[src/logic/ivm_pkg.sv]
// constants for the reset and interrupt vector address map
package ivm_pkg;

  // --------------------------------------------------------------------
  // widths
  // --------------------------------------------------------------------
  localparam int ADDR_W = 17;
  localparam int NUM_SRC = 34;
  localparam int IDX_W = 6;
  localparam int CTRL_W = 8;

  // --------------------------------------------------------------------
  // processor control register
  // --------------------------------------------------------------------
  localparam int VSEL_BIT = 1;
  localparam logic [CTRL_W-1:0] PCR_RESET = 8'h00;

  // --------------------------------------------------------------------
  // addresses, all in program words
  // --------------------------------------------------------------------
  localparam logic [ADDR_W-1:0] APP_RESET_ADDR = 17'h00000;
  localparam logic [ADDR_W-1:0] BOOT_RESET_ADDR = 17'h1F000;
  localparam logic [ADDR_W-1:0] VEC_STEP = 17'h00002;
  localparam logic FUSE_PROGRAMMED = 1'b0;
  localparam logic FUSE_UNPROGRAMMED = 1'b1;

  // --------------------------------------------------------------------
  // vector numbering: source index i is vector number i + 2
  // --------------------------------------------------------------------
  localparam logic [IDX_W-1:0] RESET_VEC_NUM = 6'h01;
  localparam logic [IDX_W-1:0] SRC_VEC_BIAS = 6'h02;
  localparam logic [IDX_W-1:0] FIRST_T3_IDX = 6'h1E;

  // first source index and table offset of each group
  localparam logic [IDX_W-1:0] IDX_EXT0 = 6'h00;
  localparam logic [IDX_W-1:0] IDX_PCHG0 = 6'h03;
  localparam logic [IDX_W-1:0] IDX_WDT = 6'h07;
  localparam logic [IDX_W-1:0] IDX_T2A = 6'h08;
  localparam logic [IDX_W-1:0] IDX_T1CAP = 6'h0B;
  localparam logic [IDX_W-1:0] IDX_T0A = 6'h0F;
  localparam logic [IDX_W-1:0] IDX_SPI = 6'h12;
  localparam logic [IDX_W-1:0] IDX_SER0RX = 6'h13;
  localparam logic [IDX_W-1:0] IDX_TWI = 6'h19;
  localparam logic [IDX_W-1:0] IDX_PSR = 6'h1A;
  localparam logic [IDX_W-1:0] IDX_SER1RX = 6'h1B;
  localparam logic [IDX_W-1:0] IDX_T3CAP = 6'h1E;
  localparam logic [ADDR_W-1:0] OFS_EXT0 = 17'h00002;
  localparam logic [ADDR_W-1:0] OFS_PCHG0 = 17'h00008;
  localparam logic [ADDR_W-1:0] OFS_WDT = 17'h00010;
  localparam logic [ADDR_W-1:0] OFS_T2A = 17'h00012;
  localparam logic [ADDR_W-1:0] OFS_T1CAP = 17'h00018;
  localparam logic [ADDR_W-1:0] OFS_T0A = 17'h00020;
  localparam logic [ADDR_W-1:0] OFS_SPI = 17'h00026;
  localparam logic [ADDR_W-1:0] OFS_SER0RX = 17'h00028;
  localparam logic [ADDR_W-1:0] OFS_TWI = 17'h00034;
  localparam logic [ADDR_W-1:0] OFS_PSR = 17'h00036;
  localparam logic [ADDR_W-1:0] OFS_SER1RX = 17'h00038;
  localparam logic [ADDR_W-1:0] OFS_T3CAP = 17'h0003E;

  // --------------------------------------------------------------------
  // timing: cycles the fuse synchroniser needs to fill after reset
  // --------------------------------------------------------------------
  localparam logic [1:0] SETTLE_CYCLES = 2'h2;

endpackage : ivm_pkg

[src/logic/ivm_prio.sv]
// lowest-index-first selection among pending interrupt sources
`timescale 1ns/100ps
`default_nettype none

module ivm_prio (
  input wire logic [ivm_pkg::NUM_SRC-1:0] req_i,
  output logic any_o,
  output logic [ivm_pkg::IDX_W-1:0] idx_o,
  output logic [ivm_pkg::NUM_SRC-1:0] onehot_o
);

  // lower_seen[i] is high when any source below i is pending
  logic [ivm_pkg::NUM_SRC:0] lower_seen;

  assign lower_seen[0] = 1'b0;

  genvar g;
  generate
    for (g = 0; g < ivm_pkg::NUM_SRC; g++) begin : g_chain
      assign lower_seen[g+1] = lower_seen[g] | req_i[g];
      assign onehot_o[g] = req_i[g] & ~lower_seen[g]; // RQ18
    end
  endgenerate

  assign any_o = lower_seen[ivm_pkg::NUM_SRC];

  always_comb begin
    idx_o = '0;
    for (int i = 0; i < ivm_pkg::NUM_SRC; i++) begin
      if (onehot_o[i]) begin
        idx_o = ivm_pkg::IDX_W'(i);
      end
    end
  end

endmodule : ivm_prio

`default_nettype wire

[src/logic/ivm_sync.sv]
// two-flop synchroniser for a level coming from outside the clock domain
`timescale 1ns/100ps
`default_nettype none

module ivm_sync #(
  parameter logic RESET_VAL = 1'b0
) (
  input wire logic clk_i,
  input wire logic srst_i,
  input wire logic async_i,
  output logic sync_o
);

  logic stage1;

  always_ff @(posedge clk_i) begin
    if (srst_i) begin
      stage1 <= RESET_VAL;
      sync_o <= RESET_VAL;
    end else begin
      stage1 <= async_i;
      sync_o <= stage1;
    end
  end

endmodule : ivm_sync

`default_nettype wire

[src/logic/ivm_vector_map.sv]
// reset and interrupt vector address generator for the processor core
`timescale 1ns/100ps
`default_nettype none

// Summary of operation
// (RQ1) every reset cause uses vector 1, address zero unless the boot fuse is programmed
// (RQ2) external requests 0..2 at 0x02, 0x04, 0x06
// (RQ3) pin-change groups 0..3 at 0x08 to 0x0E
// (RQ4) watchdog time-out vectors to offset 0x10
// (RQ5) timer 2 match A, B, overflow at 0x12-0x16
// (RQ6) timer 1 capture, A, B, overflow at 0x18-0x1E
// (RQ7) timer 0 match A, B, overflow at 0x20-0x24
// (RQ8) SPI transfer complete vectors to offset 0x26
// (RQ9) serial port 0 events at 0x28, 0x2A, 0x2C
// (RQ10) two-wire at 0x34, program store ready at 0x36
// (RQ11) serial port 1 events at 0x38, 0x3A, 0x3C
// (RQ12) timer 3 events at 0x3E-0x44 when present
// (RQ13) programmed boot fuse starts at boot reset address
// (RQ14) select bit set: vectors offset from boot start
// (RQ15) reset and vector base chosen by fuse, bit
// (RQ16) fuse one is unprogrammed, zero is programmed
// (RQ17) vector select is control register bit 1
// (RQ18) lowest pending vector number is served first
module ivm_vector_map #(
  parameter bit HAS_TIMER3 = 1'b1
) (
  input wire logic CORE_CLK_I,
  input wire logic SRST_I,
  input wire logic BOOT_RESET_FUSE_I,
  input wire logic PCR_WE_I,
  input wire logic [ivm_pkg::CTRL_W-1:0] PCR_WDATA_I,
  input wire logic CORE_INT_EN_I,
  input wire logic [ivm_pkg::NUM_SRC-1:0] IRQ_REQ_I,
  output logic [ivm_pkg::CTRL_W-1:0] PCR_RDATA_O,
  output logic VECTOR_TABLE_SELECT_O,
  output logic BOOT_FUSE_PROGRAMMED_O,
  output logic VEC_VALID_O,
  output logic VEC_IS_RESET_O,
  output logic [ivm_pkg::ADDR_W-1:0] VEC_ADDR_O,
  output logic [ivm_pkg::IDX_W-1:0] VEC_NUM_O,
  output logic [ivm_pkg::NUM_SRC-1:0] IRQ_ACK_O
);

  // --------------------------------------------------------------------
  // types and state
  // --------------------------------------------------------------------
  typedef enum logic [1:0] {
    ST_SETTLE,
    ST_RESET_FETCH,
    ST_IDLE,
    ST_RECOVER
  } ivm_state_type;

  ivm_state_type state;
  ivm_state_type next_state;
  logic [1:0] settle_cnt;
  logic [ivm_pkg::CTRL_W-1:0] pcr;
  logic fuse_sync;
  logic fuse_latched;

  // table offset of a source index: vector n sits at 2 * (n - 1)
  function automatic logic [ivm_pkg::ADDR_W-1:0] vec_offset(
    input logic [ivm_pkg::IDX_W-1:0] idx
  );
    logic [ivm_pkg::ADDR_W-1:0] step_count;
    step_count = ivm_pkg::ADDR_W'(idx) + ivm_pkg::ADDR_W'(1); // RQ8 RQ9 RQ10 RQ11
    vec_offset = ivm_pkg::ADDR_W'(step_count << 1); // RQ3 RQ4 RQ5 RQ6 RQ7
  endfunction : vec_offset

  // --------------------------------------------------------------------
  // boot fuse: synchronised, then caught once after reset release
  // --------------------------------------------------------------------
  ivm_sync #(
    .RESET_VAL(ivm_pkg::FUSE_UNPROGRAMMED)
  ) u_fuse_sync (
    .clk_i(CORE_CLK_I),
    .srst_i(SRST_I),
    .async_i(BOOT_RESET_FUSE_I),
    .sync_o(fuse_sync)
  );

  // the fuse is sampled only at the reset fetch, so a fuse edge mid-run
  // cannot change BOOT_FUSE_PROGRAMMED_O under an already running program
  always_ff @(posedge CORE_CLK_I) begin
    if (SRST_I) begin
      fuse_latched <= ivm_pkg::FUSE_UNPROGRAMMED;
    end else if (state == ST_RESET_FETCH) begin
      fuse_latched <= fuse_sync;
    end
  end

  wire fuse_now_programmed = (fuse_sync == ivm_pkg::FUSE_PROGRAMMED); // RQ16
  assign BOOT_FUSE_PROGRAMMED_O = (fuse_latched == ivm_pkg::FUSE_PROGRAMMED);

  // --------------------------------------------------------------------
  // processor control register
  // --------------------------------------------------------------------
  always_ff @(posedge CORE_CLK_I) begin
    if (SRST_I) begin
      pcr <= ivm_pkg::PCR_RESET;
    end else if (PCR_WE_I) begin
      pcr <= PCR_WDATA_I;
    end
  end

  assign PCR_RDATA_O = pcr;
  assign VECTOR_TABLE_SELECT_O = pcr[ivm_pkg::VSEL_BIT]; // RQ17

  // --------------------------------------------------------------------
  // source selection and address forming
  // --------------------------------------------------------------------
  wire [ivm_pkg::NUM_SRC-1:0] t3_mask;
  wire [ivm_pkg::NUM_SRC-1:0] live_req;
  wire any_req;
  wire [ivm_pkg::IDX_W-1:0] win_idx;
  wire [ivm_pkg::NUM_SRC-1:0] win_onehot;

  // sources from the timer 3 group upward only exist on the larger variant
  genvar g;
  generate
    for (g = 0; g < ivm_pkg::NUM_SRC; g++) begin : g_mask
      assign t3_mask[g] = HAS_TIMER3 || (g < int'(ivm_pkg::FIRST_T3_IDX)); // RQ12
    end
  endgenerate

  assign live_req = IRQ_REQ_I & t3_mask;

  ivm_prio u_prio (
    .req_i(live_req),
    .any_o(any_req),
    .idx_o(win_idx),
    .onehot_o(win_onehot)
  );

  wire [ivm_pkg::ADDR_W-1:0] reset_addr = fuse_now_programmed ?
    ivm_pkg::BOOT_RESET_ADDR : ivm_pkg::APP_RESET_ADDR; // RQ1 RQ13 RQ15
  wire [ivm_pkg::ADDR_W-1:0] vec_base = VECTOR_TABLE_SELECT_O ?
    ivm_pkg::BOOT_RESET_ADDR : ivm_pkg::APP_RESET_ADDR; // RQ14 RQ15
  wire [ivm_pkg::ADDR_W-1:0] irq_addr = vec_base + vec_offset(win_idx); // RQ2
  wire accept = (state == ST_IDLE) && CORE_INT_EN_I && any_req;

  // --------------------------------------------------------------------
  // sequencing
  // --------------------------------------------------------------------
  always_comb begin
    next_state = state;
    case (state)
      ST_SETTLE: begin
        if (settle_cnt == ivm_pkg::SETTLE_CYCLES) begin
          next_state = ST_RESET_FETCH;
        end
      end
      ST_RESET_FETCH: begin
        next_state = ST_IDLE;
      end
      ST_IDLE: begin
        if (accept) begin
          next_state = ST_RECOVER;
        end
      end
      // one spare cycle lets the acknowledged source drop its request,
      // otherwise the same vector would be served twice
      ST_RECOVER: begin
        next_state = ST_IDLE;
      end
      default: begin
        next_state = ST_SETTLE;
      end
    endcase
  end

  always_ff @(posedge CORE_CLK_I) begin
    if (SRST_I) begin
      state <= ST_SETTLE;
      settle_cnt <= 2'h0;
    end else begin
      state <= next_state;
      if (state == ST_SETTLE) begin
        settle_cnt <= settle_cnt + 2'h1;
      end
    end
  end

  // --------------------------------------------------------------------
  // vector output to the core
  // --------------------------------------------------------------------
  always_ff @(posedge CORE_CLK_I) begin
    if (SRST_I) begin
      VEC_VALID_O <= 1'b0;
      VEC_IS_RESET_O <= 1'b0;
      VEC_ADDR_O <= ivm_pkg::APP_RESET_ADDR;
      VEC_NUM_O <= '0;
      IRQ_ACK_O <= '0;
    end else begin
      VEC_VALID_O <= 1'b0;
      VEC_IS_RESET_O <= 1'b0;
      IRQ_ACK_O <= '0;
      if (state == ST_RESET_FETCH) begin
        VEC_VALID_O <= 1'b1;
        VEC_IS_RESET_O <= 1'b1;
        VEC_ADDR_O <= reset_addr; // RQ1
        VEC_NUM_O <= ivm_pkg::RESET_VEC_NUM;
      end else if (accept) begin
        VEC_VALID_O <= 1'b1;
        VEC_ADDR_O <= irq_addr; // RQ14
        VEC_NUM_O <= win_idx + ivm_pkg::SRC_VEC_BIAS;
        IRQ_ACK_O <= win_onehot; // RQ18
      end
    end
  end

  // --------------------------------------------------------------------
  // checks
  // --------------------------------------------------------------------
  logic [ivm_pkg::ADDR_W-1:0] chk_base;
  logic [ivm_pkg::IDX_W-1:0] chk_idx;

  always_ff @(posedge CORE_CLK_I) begin
    if (SRST_I) begin
      chk_base <= '0;
      chk_idx <= '0;
    end else if (accept) begin
      chk_base <= vec_base;
      chk_idx <= win_idx;
    end
  end

  wire [ivm_pkg::ADDR_W-1:0] chk_rel = VEC_ADDR_O - chk_base;
  wire irq_out = VEC_VALID_O && !VEC_IS_RESET_O;
endmodule : ivm_vector_map

`default_nettype wire

[config.mk]
export PLATFORM = sky130hd
export DESIGN_NAME = ivm_vector_map
export DESIGN_NICKNAME = d
export VERILOG_FILES = /design/src/logic/ivm_pkg.sv /design/src/logic/ivm_prio.sv /design/src/logic/ivm_sync.sv /design/src/logic/ivm_vector_map.sv
export SDC_FILE = /design/constraint.sdc
export NUM_CORES = 1
export LEC_CHECK = 0
export BUFFER_PORTS_ARGS = -buffer_cell sky130_fd_sc_hd__buf_2
export CAP_MARGIN = 0
export CORE_ASPECT_RATIO = 0.5
export CORE_MARGIN = 1
export CORE_UTILIZATION = 49
export CTS_BUF_LIST = sky130_fd_sc_hd__clkbuf_4 sky130_fd_sc_hd__clkbuf_8
export CTS_CLUSTER_SIZE = 40
export DETAILED_ROUTE_END_ITERATION = 12
export GPL_ROUTABILITY_DRIVEN = 0
export PLACE_DENSITY = 0.81
export SYNTH_ARGS = -nofsm -noshare
export SYNTH_HDL_FRONTEND = slang
export SYNTH_SLANG_ARGS = --single-unit
[constraint.sdc]
create_clock -name CORE_CLK_I -period 2.86 [get_ports CORE_CLK_I]
set_input_delay 0.572 -clock CORE_CLK_I [delete_from_list [all_inputs] [get_ports CORE_CLK_I]]
set_output_delay 0.572 -clock CORE_CLK_I [all_outputs]
set_load 0.01 [all_outputs]
==> results_dict.tcl <==
set metrics [dict create \
    routed_via_density 5.34 \
    effective_utilization_at_floorplan 0.532 \
    route.detailed.wl_per_inst_microns 14.6 \
    finalClockSkew_ps 8.02 \
    share_of_post_route_cells_with_drive_strength_above_1 0.359 \
    hp-class "input pin to flop" \
    vias 2635 \
    critPathRequiredTime_ps 3130 \
    antenna_violations_before_repair 0 \
    cts-hold-fix-buffers 0 \
    cellLeakagePower_nw 1.76 \
    fin_crit_sh 0.915 \
    final_slew_viol_count 0 \
    post_cts_resize_count 0 \
    fin_crit_ps 2620 \
    post-cts-setup-buffer-count 0 \
    register_bit_count_reported_by_yosys 65 \
    worstSetupEndpointType "flop" \
    synth_edf_count 0 \
    arrival_ps 2890 \
    clkSinkCount 65 \
    final_area_sq_um 3650 \
    clkLatencyLatePin_ps 350 \
    post-synth-top-area-fraction 0.474 \
    synth-seq-area-share 0.474 \
    die_h_microns 54.9 \
    gr-total-overflow 0 \
    max_clock_freq_mhz 382 \
    synth_flop_cell "sky130_fd_sc_hd__dfxtp_1" \
    floorplan_core_area_sq_um 5160 \
    worstSetupStartpointType "input pin" \
    route.final.wire_length_mm 7.19 \
    finalHoldViolCount 0 \
    power_density_over_the_cells_nw_per_um2 659 \
    grt_pass1_vias 2351 \
    drt-pass1-iter-count 4 \
    detailed_place_hpwl_mm 5.40 \
    root_buffer "sky130_fd_sc_hd__clkbuf_8" \
    route.detailed.drc 0 \
    number_of_unique_standard_cell_types_used_by_synthesis 52 \
    outcome "completed" \
    io_buffers 110 \
    largest_vdd_supply_drop_mv 0.377 \
    die-width_microns 108 \
    drv.max_cap_violation_count 0 \
    area.growth.synth_to_final_pct 33.0 \
    syn-mean-instance-area_sq_um 9.08 \
    ant_nets 0 \
    netlist.top_cell.by_area "sky130_fd_sc_hd__dfxtp_1" \
    tightest_pin_transition_ps 704 \
    cts_buf_count 9 \
    grt_use_total 0.253 \
    synth_instances 302 \
    cts.reportedPaths.clkPinSlew_ps 80 \
    ys.warnings.count 0 \
    netlist_top_cells_area "sky130_fd_sc_hd__dfxtp_1 (47%), sky130_fd_sc_hd__nor2_1 (6.2%), sky130_fd_sc_hd__mux2i_1 (4.0%)" \
    placement_rows 18 \
    worst_hold_slack_ps 406 \
    slew_headroom 0.524 \
    setup_tns_ps 0 \
    fp.dieArea_sq_um 5920 \
    ctsHtreeMaxLevel 3 \
    synth.cell_area_sq_um 2740 \
    critPathKind "input pin to flop" \
    nNetsFinal 468 \
    power_mw 2.41 \
    grt_max_degree 21 \
    final-setup-viol-count 0 \
    asyncSetResetFlopFracSynth 0 \
    io-pin-count 116 \
    grt_setup_unrepaired "false" \
    clock_tree_from_tritoncts "built" \
    diodes 0 \
    postPlaceCellArea_sq_um 3360 \
    path_max_fanout 7 \
    drt_first_iter_violations 166 \
    cts-root-to-sink-buffers 2 \
    grt_first_pass_wirelength_mm 11.0 \
]
[synth_stat cells (all sizes together) (2+ instances only)]
library cell / n
a211oi: 2
a21oi: 8
a22o: 2
and2: 4
and3: 13
and4: 3
buf: 14
clkbuf: 5
dfxtp: 65
ha: 3
inv: 12
mux2i: 11
nand2: 17
nand2b: 5
nand3: 8
nand3b: 3
nand4: 4
nand4b: 2
nor2: 47
nor2b: 2
nor3: 13
nor3b: 2
nor4: 8
nor4b: 3
o211ai: 5
o21ai: 10
or2: 4
or3: 2
or4: 8
xnor2: 3
[cells by family after synthesis]
kind of cell | share of synthesized area
mux | 0.0401
buf+inv | 0.0579
simple gates | 0.300
flops | 0.474
compound gates | 0.0995
other cells | 0.00137
fa+ha+maj | 0.0137
xor+xnor | 0.0128
[metrics by stage]
step,util,worst slack [ps],instances
final,0.707,242,493
after global routing,0.707,62.5,493
after CTS,0.707,304,493
after detailed placement,0.651,-59.8,477
after global placement,0.651,30.9,477
after floorplan,-,264,306
[final timing paths]
check / from / to / slack (ps) / cells past startpoint
max: IRQ_REQ_I[1] / VEC_ADDR_O[4] / 240 / 11
min: BOOT_RESET_FUSE_I / u_fuse_sync.stage1 / 410 / 2
max reg2reg: state[1] / IRQ_ACK_O[31] / 890 / 6
min reg2reg: u_fuse_sync.stage1 / u_fuse_sync.sync_o / 420 / 1
[layout by cell type (no fill, tap or decap), drive strengths merged, types with 2 or more instances in the layout]
cell	instances
a22o	2
nand4b	2
bufinv	5
nand4	4
and2	4
nor4	8
ha	3
dfxtp	65
nor2	47
inv	12
nand2	17
xnor2	3
and4	3
o21ai	10
nand3b	3
o211ai	5
nand3	8
or2	4
nor3	13
conb	5
buf	120
or3	2
clkbuf	9
and3	13
a211oi	2
nand2b	5
nor4b	3
nor2b	2
nor3b	2
mux2i	11
a21oi	8
or4	8
[per-layer routing]
layer,global-route usage,vias to the layer above,wire length [microns]
li1,-,1294,-
met1,0.318,1210,3210
met2,0.417,120,3360
met3,0.0867,11,528
met4,0.0913,0,95
met5,0,-,0
[layout make-up]
class / instances / area (sq um)
sequential: 65 / 1300
fill: 403 / 1510
clock inverter: 7 / 166
timing repair buffer: 120 / 626
multi-input combinational: 210 / 1300
tap: 70 / 87.6
clock buffer: 9 / 124
inverter: 12 / 45.0
[flip-flops by register name (all words and copies together), names as in the netlist, 2 cells and up]
| signal | cells |
|---|---|
| VEC_ADDR_O | 8 |
| IRQ_ACK_O | 34 |
| state | 2 |
| VEC_NUM_O | 6 |
| PCR_RDATA_O | 8 |
| settle_cnt | 2 |
[critical path, stage by stage]
cell                      delay [ps]
sky130_fd_sc_hd__buf_2           130
sky130_fd_sc_hd__nor4_2           60
sky130_fd_sc_hd__buf_4           150
sky130_fd_sc_hd__and4_1          250
sky130_fd_sc_hd__buf_4           180
sky130_fd_sc_hd__nand4_1         130
sky130_fd_sc_hd__nor4b_1         610
sky130_fd_sc_hd__inv_1           160
sky130_fd_sc_hd__ha_1            290
sky130_fd_sc_hd__and3_1          170
sky130_fd_sc_hd__o31ai_2         190
[power by group]
group	switching [mW]	internal, mW
logic	0.173	0.126
clock network	0.362	0.756
registers	0.0353	0.953
Power figures use the tool's default switching activity.
